==> src/pkg/touch_cfg.svh <==
`ifndef TOUCH_CFG_SVH
`define TOUCH_CFG_SVH

// ----------------------------------------
// command word layout
// ----------------------------------------
`define CMD_W 8
`define CMD_RESET 8'h00
`define BIT_START 7
`define CHAN_HI 6
`define CHAN_LO 4
`define BIT_RES 3
`define BIT_SER 2
`define BIT_REFPD 1
`define BIT_ADCPD 0

// ----------------------------------------
// channel codes
// ----------------------------------------
`define CH_DIODE_LOW 3'h0
`define CH_Y_AXIS 3'h1
`define CH_BATTERY 3'h2
`define CH_PRESS_ONE 3'h3
`define CH_PRESS_TWO 3'h4
`define CH_X_AXIS 3'h5
`define CH_AUX 3'h6
`define CH_DIODE_HIGH 3'h7

// ----------------------------------------
// serial clock edge numbers within a frame, counter width and result lengths
// ----------------------------------------
`define CNT_W 5
`define EDGE_REF_APPLY 5'h07
`define EDGE_ADC_APPLY 5'h08
`define EDGE_SW_LATCH 5'h05
`define EDGE_SER_LATCH 5'h06
`define EDGE_TRACK_START 5'h05
`define EDGE_TRACK_END 5'h08
`define EDGE_DOUT_START 5'h09
`define EDGE_CONV_END 5'h14
`define EDGE_REARM 5'h0f
`define RES_W 12
`define RES12_LEFT 4'hb
`define RES8_LEFT 4'h7

`endif

==> src/pkg/touch_pkg.sv <==
`include "touch_cfg.svh"

package touch_pkg;

  typedef enum logic [1:0] {
    PH_IDLE,
    PH_OFF,
    PH_HUNT,
    PH_FRAME
  } phase_t;

  typedef enum logic [1:0] {
    REF_INTERNAL,
    REF_Y_PLATE,
    REF_YP_XN,
    REF_X_PLATE
  } ref_sel_t;

  typedef struct packed {
    phase_t phase;
    logic sck_d;
    logic [`CNT_W-1:0] rc;
    logic [`CNT_W-1:0] cv;
    logic [`CMD_W-1:0] shreg;
    logic [`CMD_W-1:0] cmd;
    logic [2:0] sw_chan;
    logic fr_mode;
    logic fr_diff;
    logic fr_na;
    logic [`RES_W-1:0] cap;
    logic [`RES_W-1:0] out_sh;
    logic [3:0] out_left;
    logic dout;
    logic dout_oe;
    logic alert_n;
    logic xp_sw;
    logic xn_sw;
    logic yp_sw;
    logic ym_sw;
    logic ref_on;
    logic adc_on;
    logic track;
    logic pen_en;
    logic diff_en;
    ref_sel_t ref_sel;
  } state_t;

endpackage : touch_pkg

==> src/hw/pin_sync.sv <==
`timescale 1ns/1ps

module pin_sync #(
  parameter int WIDTH = 4
) (
  // clock and reset
  input wire logic ref_clk,
  input wire logic sys_rst,
  // pins
  input wire logic [WIDTH-1:0] pin_in,
  output logic [WIDTH-1:0] pin_sync_out
);

  logic [WIDTH-1:0] meta_r;

  // first stage is read only by the second
  always_ff @(posedge ref_clk or posedge sys_rst)
  begin
    if (sys_rst)
    begin
      meta_r <= '0;
      pin_sync_out <= '0;
    end
    else
    begin
      meta_r <= pin_in;
      pin_sync_out <= meta_r;
    end
  end

endmodule : pin_sync

==> src/hw/touch_ctrl.sv <==
`timescale 1ns/1ps
`include "touch_cfg.svh"

// Notes on behaviour
// command bits sampled on serial clock rise
// word is start, channel, resolution, mode, powers
// host sends start flag as one
// resolution bit picks 12 or 8 bits
// single-ended channel codes pick the inputs
// each axis closes its own plate switches
// three differential codes unusable, aux two single
// differential reference is the driven plate
// reference power applied at seventh rise
// converter power applied at eighth rise
// converter-on holds switches until fifth rise
// deselected: only y minus switch closed
// both bits zero: automatic converter power
// both zero: pen detect except conversion
// converter-on: powered, axis switches closed
// reference-on: pen off fifth to twentieth fall
// both on: alert forced high when deselected
// decoding begins at first high bit
// result msb first from ninth fall
// full power-down clears command, plates open
// tracking from fifth to eighth fall
// unusable differential codes open all switches
module touch_ctrl (
  // clock and reset
  input wire logic ref_clk,
  input wire logic sys_rst,
  // serial pins
  input wire logic chip_select_n,
  input wire logic serial_clock,
  input wire logic serial_in,
  output logic serial_out,
  output logic serial_out_oe,
  // pen sense and converter
  input wire logic plate_contact,
  input wire logic [`RES_W-1:0] conv_result,
  output logic touch_alert_n,
  output logic pen_detect_en,
  // plate drivers
  output logic x_plus_terminal,
  output logic x_minus_terminal,
  output logic y_plus_terminal,
  output logic y_minus_terminal,
  // analog control
  output logic ref_power_on,
  output logic adc_power_on,
  output logic tracking,
  output logic [2:0] channel_select,
  output logic differential_en,
  output touch_pkg::ref_sel_t ref_select,
  output logic res_8bit
);

  // ----------------------------------------
  // pin synchronisers
  // ----------------------------------------
  logic [3:0] pins_s;
  logic cs_s, sck_s, din_s, touch_s;

  pin_sync #(.WIDTH(4)) u_sync (
    .ref_clk(ref_clk),
    .sys_rst(sys_rst),
    .pin_in({~chip_select_n, serial_clock, serial_in, plate_contact}),
    .pin_sync_out(pins_s)
  );

  // select synced active high so a cleared synchroniser reads deselected
  assign {cs_s, sck_s, din_s, touch_s} = {~pins_s[3], pins_s[2:0]};

  // ----------------------------------------
  // state
  // ----------------------------------------
  touch_pkg::state_t st_r;
  touch_pkg::state_t st_nxt;
  logic rise, fall;

  assign rise = sck_s & ~st_r.sck_d;
  assign fall = ~sck_s & st_r.sck_d;

  function automatic logic is_axis(input logic [2:0] c);
    is_axis = (c == `CH_Y_AXIS) || (c == `CH_PRESS_ONE) ||
              (c == `CH_PRESS_TWO) || (c == `CH_X_AXIS);
  endfunction : is_axis

  // ----------------------------------------
  // next state
  // ----------------------------------------
  always_comb
  begin
    logic drive, busy, pd0, pd1;
    drive = 1'b0;
    busy = 1'b0;
    pd0 = 1'b0;
    pd1 = 1'b0;
    st_nxt = st_r;
    st_nxt.sck_d = sck_s;
    if (cs_s)
    begin
      st_nxt.rc = '0;
      st_nxt.cv = '0;
      st_nxt.track = 1'b0;
      st_nxt.out_left = '0;
      st_nxt.dout = 1'b0;
      st_nxt.fr_na = 1'b0;
      if (din_s)
      begin
        st_nxt.phase = touch_pkg::PH_OFF;
        st_nxt.cmd = `CMD_RESET;
      end
      else
        st_nxt.phase = touch_pkg::PH_IDLE;
    end
    else
    begin
      if (st_r.phase == touch_pkg::PH_IDLE ||
          st_r.phase == touch_pkg::PH_OFF)
        st_nxt.phase = touch_pkg::PH_HUNT;
      if (rise)
      begin
        st_nxt.shreg = {st_r.shreg[`CMD_W-2:0], din_s};
        if (st_r.rc == '0 || st_r.rc == `EDGE_REARM)
        begin
          // a low bit while hunting is not a command
          st_nxt.rc = din_s ? 5'h01 : 5'h00;
          st_nxt.phase = din_s ? touch_pkg::PH_FRAME : touch_pkg::PH_HUNT;
        end
        else
          st_nxt.rc = st_r.rc + 5'h01;
        if (st_r.rc == `EDGE_SW_LATCH - 5'h01)
        begin
          // new channel takes over the switches only now
          st_nxt.sw_chan = st_r.shreg[2:0];
          st_nxt.fr_mode = din_s;
        end
        if (st_r.rc == `EDGE_SER_LATCH - 5'h01)
        begin
          // aux two is always measured single-ended
          st_nxt.fr_diff = ~din_s && (st_r.sw_chan != `CH_AUX);
          st_nxt.fr_na = ~din_s && (st_r.sw_chan == `CH_DIODE_LOW ||
                         st_r.sw_chan == `CH_BATTERY ||
                         st_r.sw_chan == `CH_DIODE_HIGH);
        end
        if (st_r.rc == `EDGE_REF_APPLY - 5'h01)
          st_nxt.cmd[`BIT_REFPD] = din_s;
        if (st_r.rc == `EDGE_ADC_APPLY - 5'h01)
          st_nxt.cmd = {st_r.shreg[`CMD_W-2:0], din_s};
      end
      if (fall)
      begin
        if (st_r.rc == `EDGE_TRACK_START)
        begin
          st_nxt.track = 1'b1;
          st_nxt.cv = `EDGE_TRACK_START;
        end
        else if (st_r.cv == `EDGE_CONV_END - 5'h01)
          st_nxt.cv = '0;
        else if (st_r.cv != '0)
          st_nxt.cv = st_r.cv + 5'h01;
        if (st_r.rc == `EDGE_TRACK_END)
        begin
          st_nxt.track = 1'b0;
          // an unusable code gives a harmless all-zero result
          st_nxt.cap = st_r.fr_na ? '0 : conv_result;
        end
        if (st_r.rc == `EDGE_DOUT_START)
        begin
          st_nxt.dout = st_r.cap[`RES_W-1];
          st_nxt.out_sh = {st_r.cap[`RES_W-2:0], 1'b0};
          st_nxt.out_left = st_r.fr_mode ? `RES8_LEFT : `RES12_LEFT;
        end
        else if (st_r.out_left != '0)
        begin
          st_nxt.dout = st_r.out_sh[`RES_W-1];
          st_nxt.out_sh = {st_r.out_sh[`RES_W-2:0], 1'b0};
          st_nxt.out_left = st_r.out_left - 4'h1;
        end
        else
          st_nxt.dout = 1'b0;
      end
    end

    // power, switches and alert follow the updated state
    pd0 = st_nxt.cmd[`BIT_ADCPD];
    pd1 = st_nxt.cmd[`BIT_REFPD];
    busy = (st_nxt.cv != '0);
    drive = ~cs_s && ~st_nxt.fr_na &&
            ((pd0 && is_axis(st_nxt.sw_chan)) || st_nxt.track ||
             (st_nxt.fr_diff && busy));
    st_nxt.xp_sw = 1'b0;
    st_nxt.xn_sw = 1'b0;
    st_nxt.yp_sw = 1'b0;
    st_nxt.ym_sw = 1'b0;
    if (drive)
    begin
      case (st_nxt.sw_chan)
        `CH_Y_AXIS:
        begin
          st_nxt.yp_sw = 1'b1;
          st_nxt.ym_sw = 1'b1;
        end
        `CH_PRESS_ONE, `CH_PRESS_TWO:
        begin
          st_nxt.xn_sw = 1'b1;
          st_nxt.yp_sw = 1'b1;
        end
        `CH_X_AXIS:
        begin
          st_nxt.xp_sw = 1'b1;
          st_nxt.xn_sw = 1'b1;
        end
        default:
          st_nxt.ym_sw = 1'b0;
      endcase
    end
    else
      st_nxt.ym_sw = ~(cs_s && din_s) && ~st_nxt.fr_na;

    st_nxt.ref_on = pd1;
    // converter runs for the conversion, or all frame in converter-on
    st_nxt.adc_on = (~cs_s && (pd0 || busy)) || (pd0 && pd1);

    if (cs_s && din_s)
    begin
      st_nxt.alert_n = 1'b1;
      st_nxt.pen_en = 1'b0;
    end
    else if (cs_s)
    begin
      st_nxt.pen_en = ~(pd0 && pd1);
      st_nxt.alert_n = (pd0 && pd1) ? 1'b1 : ~touch_s;
    end
    else if (busy)
    begin
      st_nxt.pen_en = 1'b0;
      st_nxt.alert_n = ~is_axis(st_nxt.sw_chan);
    end
    else if (~pd0)
    begin
      st_nxt.pen_en = 1'b1;
      st_nxt.alert_n = ~touch_s;
    end
    else
    begin
      st_nxt.pen_en = 1'b0;
      st_nxt.alert_n = ~is_axis(st_nxt.cmd[`CHAN_HI:`CHAN_LO]);
    end

    st_nxt.dout_oe = ~cs_s;
    st_nxt.diff_en = st_nxt.fr_diff;
    case (st_nxt.sw_chan)
      `CH_Y_AXIS:
        st_nxt.ref_sel = st_nxt.fr_diff ? touch_pkg::REF_Y_PLATE
                                        : touch_pkg::REF_INTERNAL;
      `CH_PRESS_ONE, `CH_PRESS_TWO:
        st_nxt.ref_sel = st_nxt.fr_diff ? touch_pkg::REF_YP_XN
                                        : touch_pkg::REF_INTERNAL;
      `CH_X_AXIS:
        st_nxt.ref_sel = st_nxt.fr_diff ? touch_pkg::REF_X_PLATE
                                        : touch_pkg::REF_INTERNAL;
      default:
        st_nxt.ref_sel = touch_pkg::REF_INTERNAL;
    endcase
  end

  always_ff @(posedge ref_clk or posedge sys_rst)
  begin
    if (sys_rst)
    begin
      st_r <= '0;
      st_r.alert_n <= 1'b1;
      st_r.ym_sw <= 1'b1;
    end
    else
      st_r <= st_nxt;
  end

  // ----------------------------------------
  // outputs
  // ----------------------------------------
  assign serial_out = st_r.dout;
  assign serial_out_oe = st_r.dout_oe;
  assign touch_alert_n = st_r.alert_n;
  assign pen_detect_en = st_r.pen_en;
  assign x_plus_terminal = st_r.xp_sw;
  assign x_minus_terminal = st_r.xn_sw;
  assign y_plus_terminal = st_r.yp_sw;
  assign y_minus_terminal = st_r.ym_sw;
  assign ref_power_on = st_r.ref_on;
  assign adc_power_on = st_r.adc_on;
  assign tracking = st_r.track;
  assign channel_select = st_r.sw_chan;
  assign differential_en = st_r.diff_en;
  assign ref_select = st_r.ref_sel;
  assign res_8bit = st_r.fr_mode;
endmodule : touch_ctrl

==> config.mk <==
export PLATFORM = sky130hd
export DESIGN_NAME = touch_ctrl
export DESIGN_NICKNAME = d
export VERILOG_FILES = /design/src/pkg/touch_pkg.sv /design/src/hw/pin_sync.sv /design/src/hw/touch_ctrl.sv
export VERILOG_INCLUDE_DIRS = /design/src /design/src/pkg
export SDC_FILE = /design/constraint.sdc
export NUM_CORES = 1
export LEC_CHECK = 0
export ABC_AREA = 1
export BUFFER_PORTS_ARGS = -buffer_cell sky130_fd_sc_hd__buf_2
export CAP_MARGIN = 20
export CORE_UTILIZATION = 25
export CTS_CLUSTER_DIAMETER = 50
export CTS_CLUSTER_SIZE = 14
export DETAILED_ROUTE_END_ITERATION = 7
export PLACE_DENSITY = 0.45
export SYNTH_ARGS = -nofsm -noshare
export SYNTH_HDL_FRONTEND = slang
export SYNTH_SLANG_ARGS = --single-unit
export TNS_END_PERCENT = 100
==> constraint.sdc <==
create_clock -name ref_clk -period 3 [get_ports ref_clk]
set_clock_uncertainty 0.1 [all_clocks]
set_input_delay 0.6 -clock ref_clk [delete_from_list [all_inputs] [get_ports ref_clk]]
set_output_delay 0.6 -clock ref_clk [all_outputs]
set_load 0.005 [all_outputs]
==> metrics.md <==
| Metric | Value |
|---|---|
| Outcome | finished, final reports clean |
| Largest net degree at the start of global routing | 76 |
| Max Clock Freq | 0.432 GHz |
| Final setup vio count | 0 |
| Post-synthesis sequential area ratio | 52.2% |
| CTS Sinks | 75 |
| Fin cells | 634 |
| GRT Resource Usage Total | 11.7% |
| Avg WL per Cell | 12.4 µm |
| DP HPWL | 5550 µm |
| Clock-pin slew on the worst setup and hold paths | 0.06 ns |
| R2r setup slk | 0.68 ns |
| Die width | 122 µm |
| GPL Wtd Cong | 0.745 |
| Slew margin rel. | 51.1% |
| Post-cts sizing count | 0 |
| Nets | 475 |
| Starting Density | 25.8% |
| Mapped Cells | 418 |
| Vias in the first global route | 2593 |
| Worst reg2reg startpoint | u_sync.pin_sync_out[3]$_DFF_PP0_ |
| Dpl cells | 618 |
| Worst-margin pin slew | 0.731 ns |
| Vias per Instance | 4.22 |
| DR vias | 2675 |
| I/O Buffers | 35 |
| Crit path cell chain | inv_2 -> nor2_8 -> nand2_4 -> o21ai_2 -> nand2_1 -> nand2_2 -> nand2_1 -> nand2_1 -> inv_1 -> nand2_2 -> nand2_2 -> nor2_1 |
| DRT Wirelength | 7870 µm |
| Core Region | 14000 µm² |
| Synth cell types | 35 |
| Area grow syn2layout | 18.6% |
| Filler cell count in the final layout | 1488 |
| Most frequent cells in the layout | nand2_1 (98), dfrtp_1 (73), inv_1 (44) |
| Ports | 36 |
| Post-CTS Setup Bufs | 0 |
| Die ar. | 14900 µm² |
| Worst min path class | in -> async |
| PwrDens | 572 nW/µm² |
| Critical path arrival | 2.47 ns |
| Die Ht | 122 µm |
| Startpoint types | flip-flop |
| Num rows | 43 |
| Worst Path Buf+Inv | 2 |
| Fin Setup TNS | 0 ns |
| Syn Std Cell Area | 3600 µm² |
| Drt pass-1 iters | 7 |
| Peak supply drop | 0.000225 V |
| CTS tree | yes |
| GRT Residual Overflow | 0 |
| Leak Pwr | 2.02 nW |
| CP max-delay cell | dfrtp_1 |
| Crit-path max FO | 22 |
| Reg-to-Reg End | y_plus_terminal$_DFF_PP0_ |
| Final min period | 2.32 ns |
| RSZ-0062 raised after global routing | no |
| Synth Warn # | 0 |
| CTS max path bufs | 2 |
| Max-Cap Viols | 0 |
| First-pass GRT wire length | 13300 µm |
| Final worst path period share | 77.2% |
| CP max stage delay | 0.58 ns |
| ANT cells | 0 |
| Req. time, crit path | 3.16 ns |
| CTS buffer count | 9 |
| Syn Area/Cell | 8.62 µm² |
| H-tree depth | 3 |
| DRT antenna net count | 0 |
| CP top delay family | simple AND/OR/NAND/NOR gates |
| Pins over their slew limit | 0 |
| Cts hold-fix bufs | 0 |
| Seq cells post-synth | 75 |
| Total chip power | 2.45 mW |
| CP Capture Type | flip-flop |
| DRT iter0 DRCs | 119 |
| Most common cell after layout, fill and taps aside | nand2_1 |
| Synthesized Nets | 444 |
| Antenna violations before repair | 0 |
| DRC Markers | 0 |
| Layout cells sized above 1 | 18.3% |
| FF-to-FF path depth | 12 |
| Worst skew pair latency | 0.33 ns |
| Root buffer cell | clkbuf_16 |
| Hold_ws | 0.247 ns |
| Critical path type | reg -> reg |
| Final hold violation count | 0 |
[per-layer routing]
layer  global-route usage [%]  vias to the layer above  wire length (µm)
met1                     16.6                     1241              4100
li1                         -                     1391                 -
met2                     17.1                       38              3480
met5                        0                        -                 0
met4                     4.34                        0                98
met3                     2.76                        5               180
[synth_stat cells (all sizes together)]
cell type,number,area [µm²]
o21a,1,7.51
inv,52,195
clkinv,1,3.75
a31oi,2,12.5
nor3,5,30.0
nor2,42,206
mux2i,9,90.1
clkbuf,3,11.3
buf,14,88.8
o22ai,3,18.8
or2,1,6.26
nand3,33,170
a21oi,3,15.0
nand2,106,423
dfrtp,73,1830
xnor2,1,8.76
nand4,3,18.8
dfstp,2,52.6
a32oi,1,8.76
ha,8,100
xor2,2,17.5
o21ai,53,292
[where the power goes]
group          internal [mW]  switching (mW)
sequential              1.05          0.0241
combinational         0.0409          0.0855
clock                  0.818           0.431
total                   1.90           0.541
[metrics by stage]
stage	instance area, µm²	setup WS, ns	util, %
3_3_place_gp	3930	0.692	28.1
6_report	4270	0.685	30.5
3_5_place_dp	3930	0.697	28.1
2_1_floorplan	3600	0.393	-
5_1_grt	4270	0.380	30.5
4_1_cts	4270	0.657	30.5
[layout make-up]
| cell class | instances | area (µm²) | share of cell area (%) |
|---|---|---|---|
| inverter | 53 | 199 | 4.66 |
| tap | 180 | 225 | 5.27 |
| sequential | 75 | 1880 | 44.0 |
| timing repair buffer | 37 | 203 | 4.74 |
| multi-input combinational | 273 | 1430 | 33.4 |
| clock buffer | 10 | 229 | 5.36 |
| clock inverter | 6 | 113 | 2.64 |
[how the worst max path moves through the flow]
stage | from | end | slack, ns | depth (start not counted)
2_1_floorplan | sys_rst | adc_power_on$_DFF_PP0_ | 0.39 | 1
3_3_place_gp | u_sync.pin_sync_out[3]$_DFF_PP0_ | y_minus_terminal$_DFF_PP1_ | 0.69 | 13
3_5_place_dp | u_sync.pin_sync_out[2]$_DFF_PP0_ | st_r[39]$_DFFE_PP0P_ | 0.70 | 7
4_1_cts | u_sync.pin_sync_out[3]$_DFF_PP0_ | y_plus_terminal$_DFF_PP0_ | 0.66 | 12
5_1_grt | u_sync.pin_sync_out[2]$_DFF_PP0_ | st_r[41]$_DFFE_PP0P_ | 0.38 | 7
6_report | u_sync.pin_sync_out[3]$_DFF_PP0_ | y_plus_terminal$_DFF_PP0_ | 0.68 | 12
[worst register-to-register path: stages, from the launching register on]
cell,delay (ns)
dfrtp_1,0.58
inv_2,0.31
nor2_8,0.29
nand2_4,0.13
o21ai_2,0.21
nand2_1,0.09
nand2_2,0.11
nand2_1,0.05
nand2_1,0.06
inv_1,0.05
nand2_2,0.07
nand2_2,0.07
nor2_1,0.11
[registers in the layout (all words and copies together) (netlist names)]
name                 flops
adc_power_on             1
channel_select           3
differential_en          1
pen_detect_en            1
ref_select               2
res_8bit                 1
serial_out               1
serial_out_oe            1
st_r                    50
touch_alert_n            1
tracking                 1
u_sync.meta_r            4
u_sync.pin_sync_out      4
x_minus_terminal         1
x_plus_terminal          1
y_minus_terminal         1
y_plus_terminal          1
[kinds of logic (layout without fill, tap and decap cells)]
| logic type | count (synthesis) | in the layout | synth area share, % |
|---|---|---|---|
| multiplexers | 9 | 9 | 2.50 |
| XOR/XNOR | 3 | 3 | 0.729 |
| AO/OA/AOI/OAI | 63 | 63 | 9.83 |
| buffers and inverters | 70 | 106 | 8.30 |
| AND/OR/NAND/NOR | 190 | 190 | 23.7 |
| adder cells (fa/ha/maj) | 8 | 8 | 2.78 |
| flip-flops | 75 | 75 | 52.2 |
Note: power is estimated with default switching activity, not from simulation.
